<file path="config.mk">
export PLATFORM = sky130hd
export DESIGN_NAME = pcb_power_regs
export DESIGN_NICKNAME = d
export VERILOG_FILES = /design/src/hdl/pcb_pkg.sv /design/src/hdl/pcb_power_regs.sv /design/src/hdl/pcb_debounce.sv
export VERILOG_INCLUDE_DIRS = /design/src /design/src/hdl
export SDC_FILE = /design/constraint.sdc
export NUM_CORES = 1
export LEC_CHECK = 0
export ABC_AREA = 1
export ABC_CLOCK_PERIOD_IN_PS = 4050
export BUFFER_PORTS_ARGS = -buffer_cell sky130_fd_sc_hd__clkbuf_2
export CAP_MARGIN = 20
export CORE_MARGIN = 10
export CORE_UTILIZATION = 60
export DETAILED_ROUTE_END_ITERATION = 12
export GPL_TIMING_DRIVEN = 0
export PLACE_DENSITY = 0.79
export SETUP_SLACK_MARGIN = 0.3
export SYNTH_ARGS = -nofsm -noshare
export SYNTH_HDL_FRONTEND = slang
export SYNTH_SLANG_ARGS = --single-unit
</file>
<file path="constraint.sdc">
create_clock -name clk_sys_in -period 4.05 [get_ports clk_sys_in]
set_input_delay 0.6075 -clock clk_sys_in [delete_from_list [all_inputs] [get_ports clk_sys_in]]
set_output_delay 0.6075 -clock clk_sys_in [all_outputs]
set_load 0.05 [all_outputs]
</file>
<file path="src/hdl/pcb_regs.svh">
// Offsets, write masks, reset values and debounce timing for the power
// control and backup register bank. Definitions only; included by name.
`ifndef PCB_REGS_SVH
`define PCB_REGS_SVH

// Register word offsets on the serial control port
`define PCB_ADDR_CUT      6'h0E
`define PCB_ADDR_BTN      6'h0F
`define PCB_ADDR_SPARE_A  6'h10
`define PCB_ADDR_SPARE_B  6'h11
`define PCB_ADDR_MEM_A    6'h12
`define PCB_ADDR_MEM_B    6'h13

// Writable bits of each register; all other bits read zero
`define PCB_CUT_WMASK     24'h00FFFF
`define PCB_BTN_WMASK     24'hC67FFF
`define PCB_MEM_WMASK     24'hFFFFFF

// Field positions used by the checks
`define PCB_WDRST_BIT     12
`define PCB_DLY_LSB       22

// Reset values
`define PCB_CUT_RST       24'h000000
`define PCB_BTN_RST       24'h400000
`define PCB_MEM_RST       24'h000000
`define PCB_WDRST_RST     1'h0
`define PCB_DLY_RST       2'h1

// Debounce times per select code, in ns, and their cycle counts
`define PCB_CLK_NS        4
`define PCB_DBNC0_NS      1000
`define PCB_DBNC1_NS      4000
`define PCB_DBNC2_NS      16000
`define PCB_DBNC3_NS      64000
`define PCB_NS2CYC(t)     (((t) + `PCB_CLK_NS - 1) / `PCB_CLK_NS)
`define PCB_DBNC0_CYC     `PCB_NS2CYC(`PCB_DBNC0_NS)
`define PCB_DBNC1_CYC     `PCB_NS2CYC(`PCB_DBNC1_NS)
`define PCB_DBNC2_CYC     `PCB_NS2CYC(`PCB_DBNC2_NS)
`define PCB_DBNC3_CYC     `PCB_NS2CYC(`PCB_DBNC3_NS)

`endif

</file>
<file path="src/hdl/pcb_pkg.sv">
// Types of the power control and backup register bank.
// Assumes the offsets and reset values come from pcb_regs.svh.
package pcb_pkg;

  // Power cut settings word
  typedef struct packed {
    logic [7:0] unused;             // Reads zero
    logic [3:0] cut_tally_limit;    // Maximum cut count
    logic [3:0] cut_event_tally;    // Cut counter
    logic [7:0] cut_timer_value;    // Cut timer
  } pcb_cut_s;

  // Power button and miscellaneous control word
  typedef struct packed {
    logic [1:0] lowpower_delay_ctrl;         // Standby delay
    logic [2:0] rsvd_hi;                     // Reads zero
    logic [1:0] slow_clock_drive_sel;        // Slow clock drive
    logic [1:0] rsvd_lo;                     // Reads zero
    logic [1:0] serial_port_drive_sel;       // Serial port drive
    logic       watchdog_reset_enable;       // Watchdog reset enable
    logic       secondary_lowpower_polarity; // Secondary active low
    logic       primary_lowpower_polarity;   // Primary active low
    logic [2:0][1:0] button_debounce_sel;    // Index 0 is button 1
    logic [2:0] button_reset_enable;         // Index 0 is button 1
    logic       auto_restart_enable;         // Restart after reset
  } pcb_btn_s;

  // Register access port
  typedef struct packed {
    logic [5:0]  addr;   // Word offset
    logic        wr;     // Write strobe
    logic        rd;     // Read strobe
    logic [23:0] wdata;  // Write data
  } pcb_req_s;

  // State of the debounce filter
  typedef struct packed {
    logic [2:0]  sync;   // Three-stage pin synchroniser
    logic        level;  // Debounced level
    logic [15:0] cnt;    // Stable time counter
  } pcb_dbnc_s;

  // State of the register bank
  typedef struct packed {
    pcb_cut_s    cut;          // Power cut settings
    pcb_btn_s    btn;          // Button and misc control
    logic [23:0] mem_a;        // First backup word
    logic [23:0] mem_b;        // Second backup word
    logic [23:0] rdata;        // Read data
    logic        rvalid;       // Read answer
    logic [2:0]  srst_sync;    // System reset synchroniser
    logic [2:0]  wdi_sync;     // Watchdog synchroniser
    logic [2:0]  pri_sync;     // Primary request synchroniser
    logic [2:0]  sec_sync;     // Secondary request synchroniser
    logic        srst_n;       // Filtered system reset
    logic        watchdog_input;          // Filtered watchdog
    logic        pri;          // Filtered primary request
    logic        sec;          // Filtered secondary request
    logic [2:0]  btn_req;      // Button reset requests
    logic        wdog_req;     // Watchdog reset request
    logic        pri_req;      // Primary request, active high
    logic        sec_req;      // Secondary request, active high
  } pcb_state_s;

endpackage

</file>
<file path="src/hdl/pcb_power_regs.sv">
// Power control and backup register bank behind the serial control port.
// Assumes the serial port engine outside delivers decoded word accesses.
// How it works
// - Cut timer, tally, limit; cleared on power-on
// - Bit 0 enables restart after system reset
// - Bits 1-3 let buttons cause reset
// - Two-bit debounce select per button
// - Bit 10 makes primary request active low
// - Bit 11 makes secondary request active low
// - Bit 12 watchdog reset; cleared by system reset
// - Bits 17-18 select slow clock drive strength
// - Bits 22-23 delay; system reset gives one
// - Tally advances only while its enable set
`timescale 1ns/10ps
`include "pcb_regs.svh"

module pcb_power_regs #(
  parameter int unsigned DBNC_CYC0 = `PCB_DBNC0_CYC,  // Debounce code 0
  parameter int unsigned DBNC_CYC1 = `PCB_DBNC1_CYC,  // Debounce code 1
  parameter int unsigned DBNC_CYC2 = `PCB_DBNC2_CYC,  // Debounce code 2
  parameter int unsigned DBNC_CYC3 = `PCB_DBNC3_CYC   // Debounce code 3
) (
  input  wire logic        clk_sys_in,                   // System clock
  input  wire logic        resetn_in,                    // Power-on reset
  input  wire logic        system_reset_n_in,            // System reset pin
  input  pcb_pkg::pcb_req_s reg_req_in,                  // Register access
  output logic [23:0]      reg_rdata_out,                // Read data
  output logic             reg_rvalid_out,               // Read answer
  input  wire logic        cut_tally_enable_in,          // Tally enable
  input  wire logic        cut_event_in,                 // One cut seen
  input  wire logic [2:0]  power_button_in,              // Button pins
  input  wire logic        watchdog_input_in,            // Watchdog pin
  input  wire logic        primary_lowpower_request_in,  // Primary pin
  input  wire logic        secondary_lowpower_request_in,// Secondary pin
  output pcb_pkg::pcb_cut_s cut_settings_out,            // Cut settings
  output pcb_pkg::pcb_btn_s btn_settings_out,            // Misc settings
  output logic [2:0]       button_reset_req_out,         // Button resets
  output logic             watchdog_reset_req_out,       // Watchdog reset
  output logic             primary_lowpower_req_out,     // Primary, high
  output logic             secondary_lowpower_req_out    // Secondary, high
);

  pcb_pkg::pcb_state_s s_q;   // Whole bank state
  pcb_pkg::pcb_state_s s_d;   // Next bank state
  logic [2:0]          deb;   // Debounced buttons
  logic                wr_cut; // Write to cut settings
  logic                wr_btn; // Write to misc control

  // One debounce filter per button
  for (genvar i = 0; i < 3; i++) begin : g_btn
    pcb_debounce #(
      .CYC0 (DBNC_CYC0),
      .CYC1 (DBNC_CYC1),
      .CYC2 (DBNC_CYC2),
      .CYC3 (DBNC_CYC3)
    ) u_dbnc (
      .clk_sys_in (clk_sys_in),
      .resetn_in  (resetn_in),
      .pin_in     (power_button_in[i]),
      .sel_in     (s_q.btn.button_debounce_sel[i]),
      .level_out  (deb[i])
    );
  end

  assign wr_cut = reg_req_in.wr && (reg_req_in.addr == `PCB_ADDR_CUT);
  assign wr_btn = reg_req_in.wr && (reg_req_in.addr == `PCB_ADDR_BTN);

  // Register writes, reads, input filtering and request outputs
  always_comb begin
    s_d = s_q;
    // Synchronisers; a change counts once stages two and three agree
    s_d.srst_sync = {s_q.srst_sync[1:0], system_reset_n_in};
    s_d.wdi_sync  = {s_q.wdi_sync[1:0], watchdog_input_in};
    s_d.pri_sync  = {s_q.pri_sync[1:0], primary_lowpower_request_in};
    s_d.sec_sync  = {s_q.sec_sync[1:0], secondary_lowpower_request_in};
    if (s_q.srst_sync[1] == s_q.srst_sync[2]) begin
      s_d.srst_n = s_q.srst_sync[2];
    end
    if (s_q.wdi_sync[1] == s_q.wdi_sync[2]) begin
      s_d.watchdog_input = s_q.wdi_sync[2];
    end
    if (s_q.pri_sync[1] == s_q.pri_sync[2]) begin
      s_d.pri = s_q.pri_sync[2];
    end
    if (s_q.sec_sync[1] == s_q.sec_sync[2]) begin
      s_d.sec = s_q.sec_sync[2];
    end
    // Software writes, reserved bits masked off
    if (wr_cut) begin
      s_d.cut = pcb_pkg::pcb_cut_s'(reg_req_in.wdata & `PCB_CUT_WMASK);
    end
    if (wr_btn) begin
      s_d.btn = pcb_pkg::pcb_btn_s'(reg_req_in.wdata & `PCB_BTN_WMASK);
    end
    if (reg_req_in.wr && (reg_req_in.addr == `PCB_ADDR_MEM_A)) begin
      s_d.mem_a = reg_req_in.wdata & `PCB_MEM_WMASK;
    end
    if (reg_req_in.wr && (reg_req_in.addr == `PCB_ADDR_MEM_B)) begin
      s_d.mem_b = reg_req_in.wdata & `PCB_MEM_WMASK;
    end
    // Cut tally advances on top of any write, saturating
    if (cut_event_in && cut_tally_enable_in &&
        (s_d.cut.cut_event_tally != 4'hF)) begin
      s_d.cut.cut_event_tally = s_d.cut.cut_event_tally + 4'h1;
    end
    // System reset restores only its own fields to their reset values, and holds them
    if (!s_q.srst_n) begin
      s_d.btn.watchdog_reset_enable = `PCB_WDRST_RST;
      s_d.btn.lowpower_delay_ctrl   = `PCB_DLY_RST;
    end
    // Read answer one cycle after the strobe; unmapped reads zero
    s_d.rvalid = reg_req_in.rd;
    if (reg_req_in.rd) begin
      case (reg_req_in.addr)
        `PCB_ADDR_CUT:   s_d.rdata = s_q.cut;
        `PCB_ADDR_BTN:   s_d.rdata = s_q.btn;
        `PCB_ADDR_MEM_A: s_d.rdata = s_q.mem_a;
        `PCB_ADDR_MEM_B: s_d.rdata = s_q.mem_b;
        default:         s_d.rdata = 24'h000000;
      endcase
    end
    // Requests towards the power sequencer
    s_d.btn_req  = deb & s_q.btn.button_reset_enable;
    s_d.wdog_req = !s_q.watchdog_input && s_q.btn.watchdog_reset_enable;
    s_d.pri_req  = s_q.pri ^ s_q.btn.primary_lowpower_polarity;
    s_d.sec_req  = s_q.sec ^ s_q.btn.secondary_lowpower_polarity;
  end

  // State register, loaded with its reset values by the always-on power-on reset
  always_ff @(posedge clk_sys_in or negedge resetn_in) begin
    if (!resetn_in) begin
      s_q        <= '0;
      s_q.cut    <= `PCB_CUT_RST;
      s_q.btn    <= `PCB_BTN_RST;
      s_q.mem_a  <= `PCB_MEM_RST;
      s_q.mem_b  <= `PCB_MEM_RST;
      s_q.watchdog_input    <= 1'h1;
      s_q.wdi_sync <= 3'h7;                                 // Idle high pin
    end else begin
      s_q <= s_d;
    end
  end

  assign reg_rdata_out              = s_q.rdata;
  assign reg_rvalid_out             = s_q.rvalid;
  assign cut_settings_out           = s_q.cut;
  assign btn_settings_out           = s_q.btn;
  assign button_reset_req_out       = s_q.btn_req;
  assign watchdog_reset_req_out     = s_q.wdog_req;
  assign primary_lowpower_req_out   = s_q.pri_req;
  assign secondary_lowpower_req_out = s_q.sec_req;

  property p_cut_write;
    @(posedge clk_sys_in) disable iff (!resetn_in)
      wr_cut |=> (s_q.cut.cut_timer_value == $past(reg_req_in.wdata[7:0]))
             && (s_q.cut.cut_tally_limit == $past(reg_req_in.wdata[15:12]));
  endproperty
  a_cut_write: assert property (p_cut_write)
    else $error("Cut settings did not take the written value");

  property p_restart_write;
    @(posedge clk_sys_in) disable iff (!resetn_in)
      wr_btn |=> (s_q.btn.auto_restart_enable == $past(reg_req_in.wdata[0]));
  endproperty
  a_restart_write: assert property (p_restart_write)
    else $error("Restart enable did not take the written value");

  property p_btn_req;
    @(posedge clk_sys_in) disable iff (!resetn_in)
      (s_q.btn.button_reset_enable == 3'h0) |=>
        (button_reset_req_out == 3'h0);
  endproperty
  a_btn_req: assert property (p_btn_req)
    else $error("Button reset request not gated by its enable");

  property p_pri_pol;
    @(posedge clk_sys_in) disable iff (!resetn_in)
      ##1 (primary_lowpower_req_out ==
           ($past(s_q.pri) ^ $past(s_q.btn.primary_lowpower_polarity)));
  endproperty
  a_pri_pol: assert property (p_pri_pol)
    else $error("Primary request polarity wrong");

  property p_sec_pol;
    @(posedge clk_sys_in) disable iff (!resetn_in)
      $rose(s_q.sec) && !s_q.btn.secondary_lowpower_polarity
        && $stable(s_q.btn.secondary_lowpower_polarity)
        |=> secondary_lowpower_req_out;
  endproperty
  a_sec_pol: assert property (p_sec_pol)
    else $error("Secondary request not active high when polarity clear");

  property p_wd_srst;
    @(posedge clk_sys_in) disable iff (!resetn_in)
      !s_q.srst_n |=> !btn_settings_out[`PCB_WDRST_BIT]
                      ##1 !watchdog_reset_req_out;
  endproperty
  a_wd_srst: assert property (p_wd_srst)
    else $error("Watchdog enable survived system reset");

  property p_drv_write;
    @(posedge clk_sys_in) disable iff (!resetn_in)
      wr_btn |=> (s_q.btn.slow_clock_drive_sel ==
                  $past(reg_req_in.wdata[18:17]))
             && (s_q.btn.rsvd_lo == 2'h0);
  endproperty
  a_drv_write: assert property (p_drv_write)
    else $error("Slow clock drive select wrong after write");

  property p_dly_srst;
    @(posedge clk_sys_in) disable iff (!resetn_in)
      !s_q.srst_n |=> (btn_settings_out[`PCB_DLY_LSB +: 2] == `PCB_DLY_RST);
  endproperty
  a_dly_srst: assert property (p_dly_srst)
    else $error("Standby delay not restored by system reset");

  property p_tally_en;
    @(posedge clk_sys_in) disable iff (!resetn_in)
      !cut_tally_enable_in && !wr_cut |=> $stable(s_q.cut.cut_event_tally);
  endproperty
  a_tally_en: assert property (p_tally_en)
    else $error("Cut tally moved while disabled");

endmodule // pcb_power_regs

</file>
<file path="src/hdl/pcb_debounce.sv">
// Debounce filter for one power button pin.
// Assumes the pin is asynchronous; select comes from the register bank.
`timescale 1ns/10ps
`include "pcb_regs.svh"

module pcb_debounce #(
  parameter int unsigned CYC0 = `PCB_DBNC0_CYC,  // Code 0, shortest
  parameter int unsigned CYC1 = `PCB_DBNC1_CYC,  // Code 1
  parameter int unsigned CYC2 = `PCB_DBNC2_CYC,  // Code 2
  parameter int unsigned CYC3 = `PCB_DBNC3_CYC   // Code 3, longest
) (
  input  wire logic       clk_sys_in,    // System clock
  input  wire logic       resetn_in,     // Always-on power-on reset
  input  wire logic       pin_in,        // Raw button pin, pressed high
  input  wire logic [1:0] sel_in,        // Debounce select
  output logic            level_out      // Debounced level
);

  pcb_pkg::pcb_dbnc_s s_q;               // Filter state
  pcb_pkg::pcb_dbnc_s s_d;               // Next filter state
  logic [15:0]        limit;             // Cycles for the selected code

  // Selected stable time
  always_comb begin
    case (sel_in)
      2'h0:    limit = 16'(CYC0);
      2'h1:    limit = 16'(CYC1);
      2'h2:    limit = 16'(CYC2);
      default: limit = 16'(CYC3);
    endcase
  end

  // Level changes only after the new value held for the full time
  always_comb begin
    s_d      = s_q;
    s_d.sync = {s_q.sync[1:0], pin_in};
    if ((s_q.sync[1] != s_q.sync[2]) || (s_q.sync[2] == s_q.level)) begin
      s_d.cnt = 16'h0000;
    end else if (s_q.cnt + 16'h0001 >= limit) begin
      s_d.level = s_q.sync[2];
      s_d.cnt   = 16'h0000;
    end else begin
      s_d.cnt = s_q.cnt + 16'h0001;
    end
  end

  // State register
  always_ff @(posedge clk_sys_in or negedge resetn_in) begin
    if (!resetn_in) begin
      s_q <= '0;
    end else begin
      s_q <= s_d;
    end
  end

  assign level_out = s_q.level;

  property p_dbnc_hold;
    @(posedge clk_sys_in) disable iff (!resetn_in)
      (s_q.level != s_d.level) |-> (s_q.cnt + 16'h0001 >= limit);
  endproperty
  a_dbnc_hold: assert property (p_dbnc_hold)
    else $error("Debounced level changed before its time");

endmodule // pcb_debounce

</file>
# ---- Yosys cells after proc, flatten, opt, wreduce, memory -nomap -nowiden
# Index checks and enable logic that the tools add are counted.
dict set report totals {
  elab_cells 106
  output_inout_bits 79
  regBits 190
  input_bits 43
}
dict set report classes {
  n_bitwise 6
  n_addsub 4
  n_eq_ne 22
  muxes 15
  reduce_logical 17
  n_lt_le_gt_ge 3
}
# operator n
set op_table {}
lappend op_table {{$pmux W14 S3} 3}
lappend op_table {{$mux W16} 6}
lappend op_table {{$pmux W24 S4} 1}
lappend op_table {{$add A16 B1 Y16 const B} 3}
lappend op_table {{$ge A16 B14 Y1} 3}
lappend op_table {{$mux W24} 1}
lappend op_table {{$eq A6 B4 Y1 const B} 2}
lappend op_table {{$eq A6 B5 Y1 const B} 2}
lappend op_table {{$mux W12} 1}
lappend op_table {{$eq A1 B1 Y1} 7}
lappend op_table {{$logic_and A1 B1 Y1} 7}
lappend op_table {{$eq A2 B1 Y1 const B} 3}
lappend op_table {{$eq A2 B2 Y1 const B} 3}
lappend op_table {{$logic_not A2 Y1} 3}
lappend op_table {{$reduce_and A2 Y1} 3}
lappend op_table {{$add A4 B1 Y4 const B} 1}
lappend op_table {{$mux W4} 1}
lappend op_table {{$ne A4 B4 Y1 const B} 1}
lappend op_table {{$and A3 B3 Y3} 1}
lappend op_table {{$logic_or A1 B1 Y1} 3}
lappend op_table {{$ne A1 B1 Y1} 3}
lappend op_table {{$not A1 Y1} 3}
lappend op_table {{$mux W2} 1}
lappend op_table {{$ne A2 B1 Y1 const B} 1}
lappend op_table {{other kinds (3)} 4}

# ---- Depth between registers and ports, before layout
dict set report depth {
  depth_word 6
  mapped_depth 18
  mapped_depth_nobuf 18
}

# ---- Cells and area by module
# From an unflattened synthesis, not the netlist that was laid out.
dict set report unflattened {
  cells_unflattened 1177
  area_unflattened_um2 10219.8
}
# module seq_area_each_um2 area_each_um2 cells_each instances
set modules_own_cells {}
lappend modules_own_cells {pcb_power_regs 3259.4 5940.7 665 1}
lappend modules_own_cells {{pcb_debounce (g_btn[0].u_dbnc ...)} 500.5 1475.2 170 2}
lappend modules_own_cells {{pcb_debounce (g_btn[2].u_dbnc)} 500.5 1328.8 172 1}

# ---- Worst setup path before layout
# Ideal clock, no wire load.
dict set report synth_timing {
  path_type {reg2reg}
  startpoint {register g_btn[0].u_dbnc.s_q[0] (netlist bit)}
  endpoint {register g_btn[0].u_dbnc.s_q[4] (netlist bit)}
  required_time_ns 3.923
  setup_ns 0.127
  arrival_time_ns 2.307
  path_stages_with_launch 17
  synth_period_minus_slack_ns 2.434
  slack_ns 1.616
  n_path_buf 1
  path_cell_list {dfrtp_1 -> ha_1 -> nand2_1 -> nor4_1 -> nand2_1 -> nor2_1 -> xor2_1 -> inv_1 -> ha_1 -> nand2_1 -> inv_1 -> nand4_1 -> nor2_1 -> nand2_1 -> nand4_4 -> buf_6 -> nor3_2}
}
# element line
set synth_rtl {}
lappend synth_rtl {{start: declaration} pcb_debounce.sv:19} ;# pcb_pkg::pcb_dbnc_s s_q;
lappend synth_rtl {{start signal: assignment} pcb_debounce.sv:50} ;# s_q <= '0;
lappend synth_rtl {{start signal: assignment} pcb_debounce.sv:52} ;# s_q <= s_d;

==> results by group <==
Worst setup path
  – Crit end category: flip-flop
  – CP Data Arrival Time: 3110 ps
  – Worst-path maximum fanout: 10
  – CP dominant cell by count: nor2_2
  – Crit-path cells: nand2_2, nor2_2, nand2_2, nor2_2, xor2_1, inv_1, ha_1, nand2_1, nor2_1, nor2_1, o2111ai_1, clkinv_1, nand3_2, buf_6, nor2_2
  – Critical Setup Path Class: flip-flop to flip-flop
  – CP max-delay cell: dfrtp_1
  – Worst R2R Path Depth: 15
  – Critical Path RT: 4360 ps
  – Slowest stage delay, CP: 400 ps
  – Startpoint types: flip-flop

Finish
  – Share of layout cells above drive strength 1: 24.5%
  – FILL cells: 1243
  – Syn-to-layout area delta: 15.4%
  – Post-layout instance area: 11400 um^2
  – Final nets: 1314
  – Cell Count, Final, Fillers Out: 1451
  – Fin util: 70.9%
  – N_diodes: 0

Synthesis
  – Post-synth top flop: dfrtp_1
  – Cell accounting for the most synthesized area: dfrtp_1
  – Top-count cell post-synth: nand2_1
  – Number of enable flip-flop cells after synthesis: 0
  – Synth top cells by count: nand2_1 (228), dfrtp_1 (185), inv_1 (123)
  – FF+latch count, synth: 190
  – Ranking of synthesized cells by area: dfrtp_1 (47%), nand2_1 (8.7%), ha_1 (6.2%)
  – Avg Inst Size Synth: 9.14 um^2
  – Simple-gate share of the synthesized area: 19.6%
  – Main combinational cell family by area after synthesis: simple AND/OR/NAND/NOR gates
  – Mux cell area share after synthesis: 2.75%
  – Mapped Cells: 1076
  – Top cell type's share of synthesized area: 47.1%
  – Mapped cell area: 9830 um^2
  – Post-synthesis xor/xnor area fraction: 2.94%
  – Unique masters post-synth: 47
  – Seq/Total Area, Yosys: 48.4%
  – Async S/R FF share, synth: 100%
  – Synth Warn #: 0
  – Post-synthesis adder-cell area fraction: 6.64%
  – Synth Area in Compound Gates: 7.55%

CTS
  – Clk Latency, worst-skew pair: 440 ps
  – Longest Clk Path Bufs: 2
  – CTS tree: built
  – Clock sink count: 190
  – TritonCTS Buffers: 17
  – Worst-path clk slew: 70 ps
  – Post-CTS setup buffers: 0
  – H-tree levels: 4
  – CTS-repair resized insts: 0
  – Post-cts hold buffer count: 0
  – Clk root buf: clkbuf_16

Global route
  – First-pass GRT wire length: 38.3 mm
  – GRT overflow: 0
  – Vias in the first global route: 7853
  – Initial antenna violation count: 0
  – Pin count of the biggest net entering global routing: 104
  – Gr usage total: 21.5%

Detailed routing
  – Final WL: 23.5 mm
  – Vias: 7720
  – DR iter-0 viols: 517
  – Post-DRT Antenna Nets: 0
  – Via/cell ratio: 5.32
  – DRC: 0
  – Met3 WL: 1.62 mm
  – Initial DRT Pass Iterations: 5
  – Drt wl/cell: 16.2 um
  – Met2 wire length: 11.5 mm
  – Max layer used: met4
  – Wire length on met1: 9.80 mm

Placed design
  – Inst Count DP: 1419
  – Port Buf Inserts: 108
  – HPWL after detailed placement: 16.5 mm
  – Routability congestion estimate: 0.861
  – Dpl cell area: 10700 um^2

STA
  – FMAX: 357 MHz
  – Period Utilization, post-route: 69.2%
  – Final Hold Viols: 0
  – Worst-Margin Slew: 703 ps
  – Slew HR: 53.1%
  – Tmin final: 2800 ps
  – RSZ-0062 raised after global routing: no
  – Setup violators final: 0
  – Setup skew after layout: 8.82 ps
  – Count of pins over their slew limit: 0

Hold path
  – Worst hold path type: primary input to async pin

Floorplanning
  – Starting density of the core: 61.5%
  – Placement Rows: 46
  – Die Area: 21900 um^2
  – Die Y: 148 um
  – DIE WIDTH: 148 um
  – IO Pins: 122
  – Core box area: 16000 um^2

Flow run
  – Max_cap viols: 0

Power
  – Switching power: 1.55 mW
  – Clock power frac: 35.6%
  – Logic pwr share: 19.3%
  – Switching power share of the total: 32.1%
  – Leakage: 5.91 nW
  – Power Density: 427 nW/um^2
  – Cell Int Power: 3.29 mW
  – Peak VDD IR: 0.000408 V
  – Overall Power: 4.85 mW
  – Sequential Power Share: 45.1%

Status
  – Status: finished, final reports clean
-- through the flow --
stage          hold slack [ps]  TNS, ps  setup slack [ps]
2_1_floorplan              312        0              1620
3_3_place_gp               333  -210610             -1160
3_5_place_dp               336        0              1280
4_1_cts                    247        0              1240
5_1_grt                    243        0               961
6_report                   237        0              1250
-- per-layer routing --
metal / global-route usage [%] / vias up
li1: - / 3691
met1: 26.8 / 3694
met2: 36.0 / 284
met3: 4.46 / 51
met4: 8.18 / 0
met5: 0 / -
-- final timing paths --
kind                                                  startpoint                           endpoint  slack, ps
worst max register to register  g_btn[1].u_dbnc.s_q[4]$_DFF_PN0_  g_btn[1].u_dbnc.s_q[11]$_DFF_PN0_       1250
worst min-delay path                                   resetn_in                  s_q[15]$_DFF_PN0_        240
worst min register to register                 s_d[14]$_DFF_PN0_                  s_d[15]$_DFF_PN0_        350
worst max-delay path            g_btn[1].u_dbnc.s_q[4]$_DFF_PN0_  g_btn[1].u_dbnc.s_q[11]$_DFF_PN0_       1250
max in group asynchronous                              resetn_in                s_q[56]$_DFFE_PN0P_       2870
min in group clk_sys_in                        watchdog_input_in                  s_d[17]$_DFF_PN1_        250
-- cells in the final DEF, fill, tap and decap left out, types with 8 or more instances in the layout --
master and instances:
a21oi_1 19, buf_4 75, clkbuf_1 22, clkbuf_16 17, clkbuf_2 107, conb_1 19, dfrtp_1 185, ha_1 49
inv_1 123, mux2_2 24, nand2_1 228, nand3_1 49, nand4_1 22, nor2_1 44, nor2_2 16, nor3_1 19
nor3_2 11, o2111ai_1 8, o21ai_0 80, xnor2_1 10, xor2_1 23
-- sequential cells by signal, indices dropped and copies added (netlist names) --
name / cells
s_q: 56
g_btn.u_dbnc.s_q: 51
reg_rdata_out: 24
btn_settings_out: 19
cut_settings_out: 16
s_d: 8
g_btn.u_dbnc.s_d: 6
button_reset_req_out: 3
g_btn.u_dbnc.level_out: 3
primary_lowpower_req_out: 1
reg_rvalid_out: 1
secondary_lowpower_req_out: 1
watchdog_reset_req_out: 1
-- worst max-delay path, delay by kind of cell (launching register included) --
kind	cells	cell delay, ps
simple gates	9	940
fa+ha+maj	1	320
flops	1	400
compound gates	1	290
xor+xnor	1	270
buf+inv	3	450
-- power groups by stage --
stage          registers, mW  logic, mW  clock network [mW]
2_1_floorplan           2.19      0.691                   0
3_3_place_gp            2.21      0.901                   0
3_5_place_dp            2.21      0.928                   0
4_1_cts                 2.18      0.946                1.74
5_1_grt                 2.20       1.03                1.82
6_report                2.18      0.937                1.73
-- kinds of logic (layout without fill, tap and decap cells) --
kind of cell    after synthesis  after routing
other cells                   1             19
mux                          24             24
fa+ha+maj                    53             53
flops                       190            190
xor+xnor                     33             33
buf+inv                     232            373
simple gates                414            414
compound gates              129            129
-- final cells by class --
class | count | area (um^2) | area share, %
Inverter | 125 | 469 | 4.13
Clock buffer | 18 | 429 | 3.78
Buffer | 107 | 721 | 6.35
Tap cell | 216 | 270 | 2.38
Timing Repair Buffer | 109 | 577 | 5.08
Clock inverter | 14 | 174 | 1.53
Multi-Input combinational cell | 672 | 3950 | 34.8
Sequential cell | 190 | 4760 | 41.9
No activity file was read; power rests on OpenSTA's default activity.
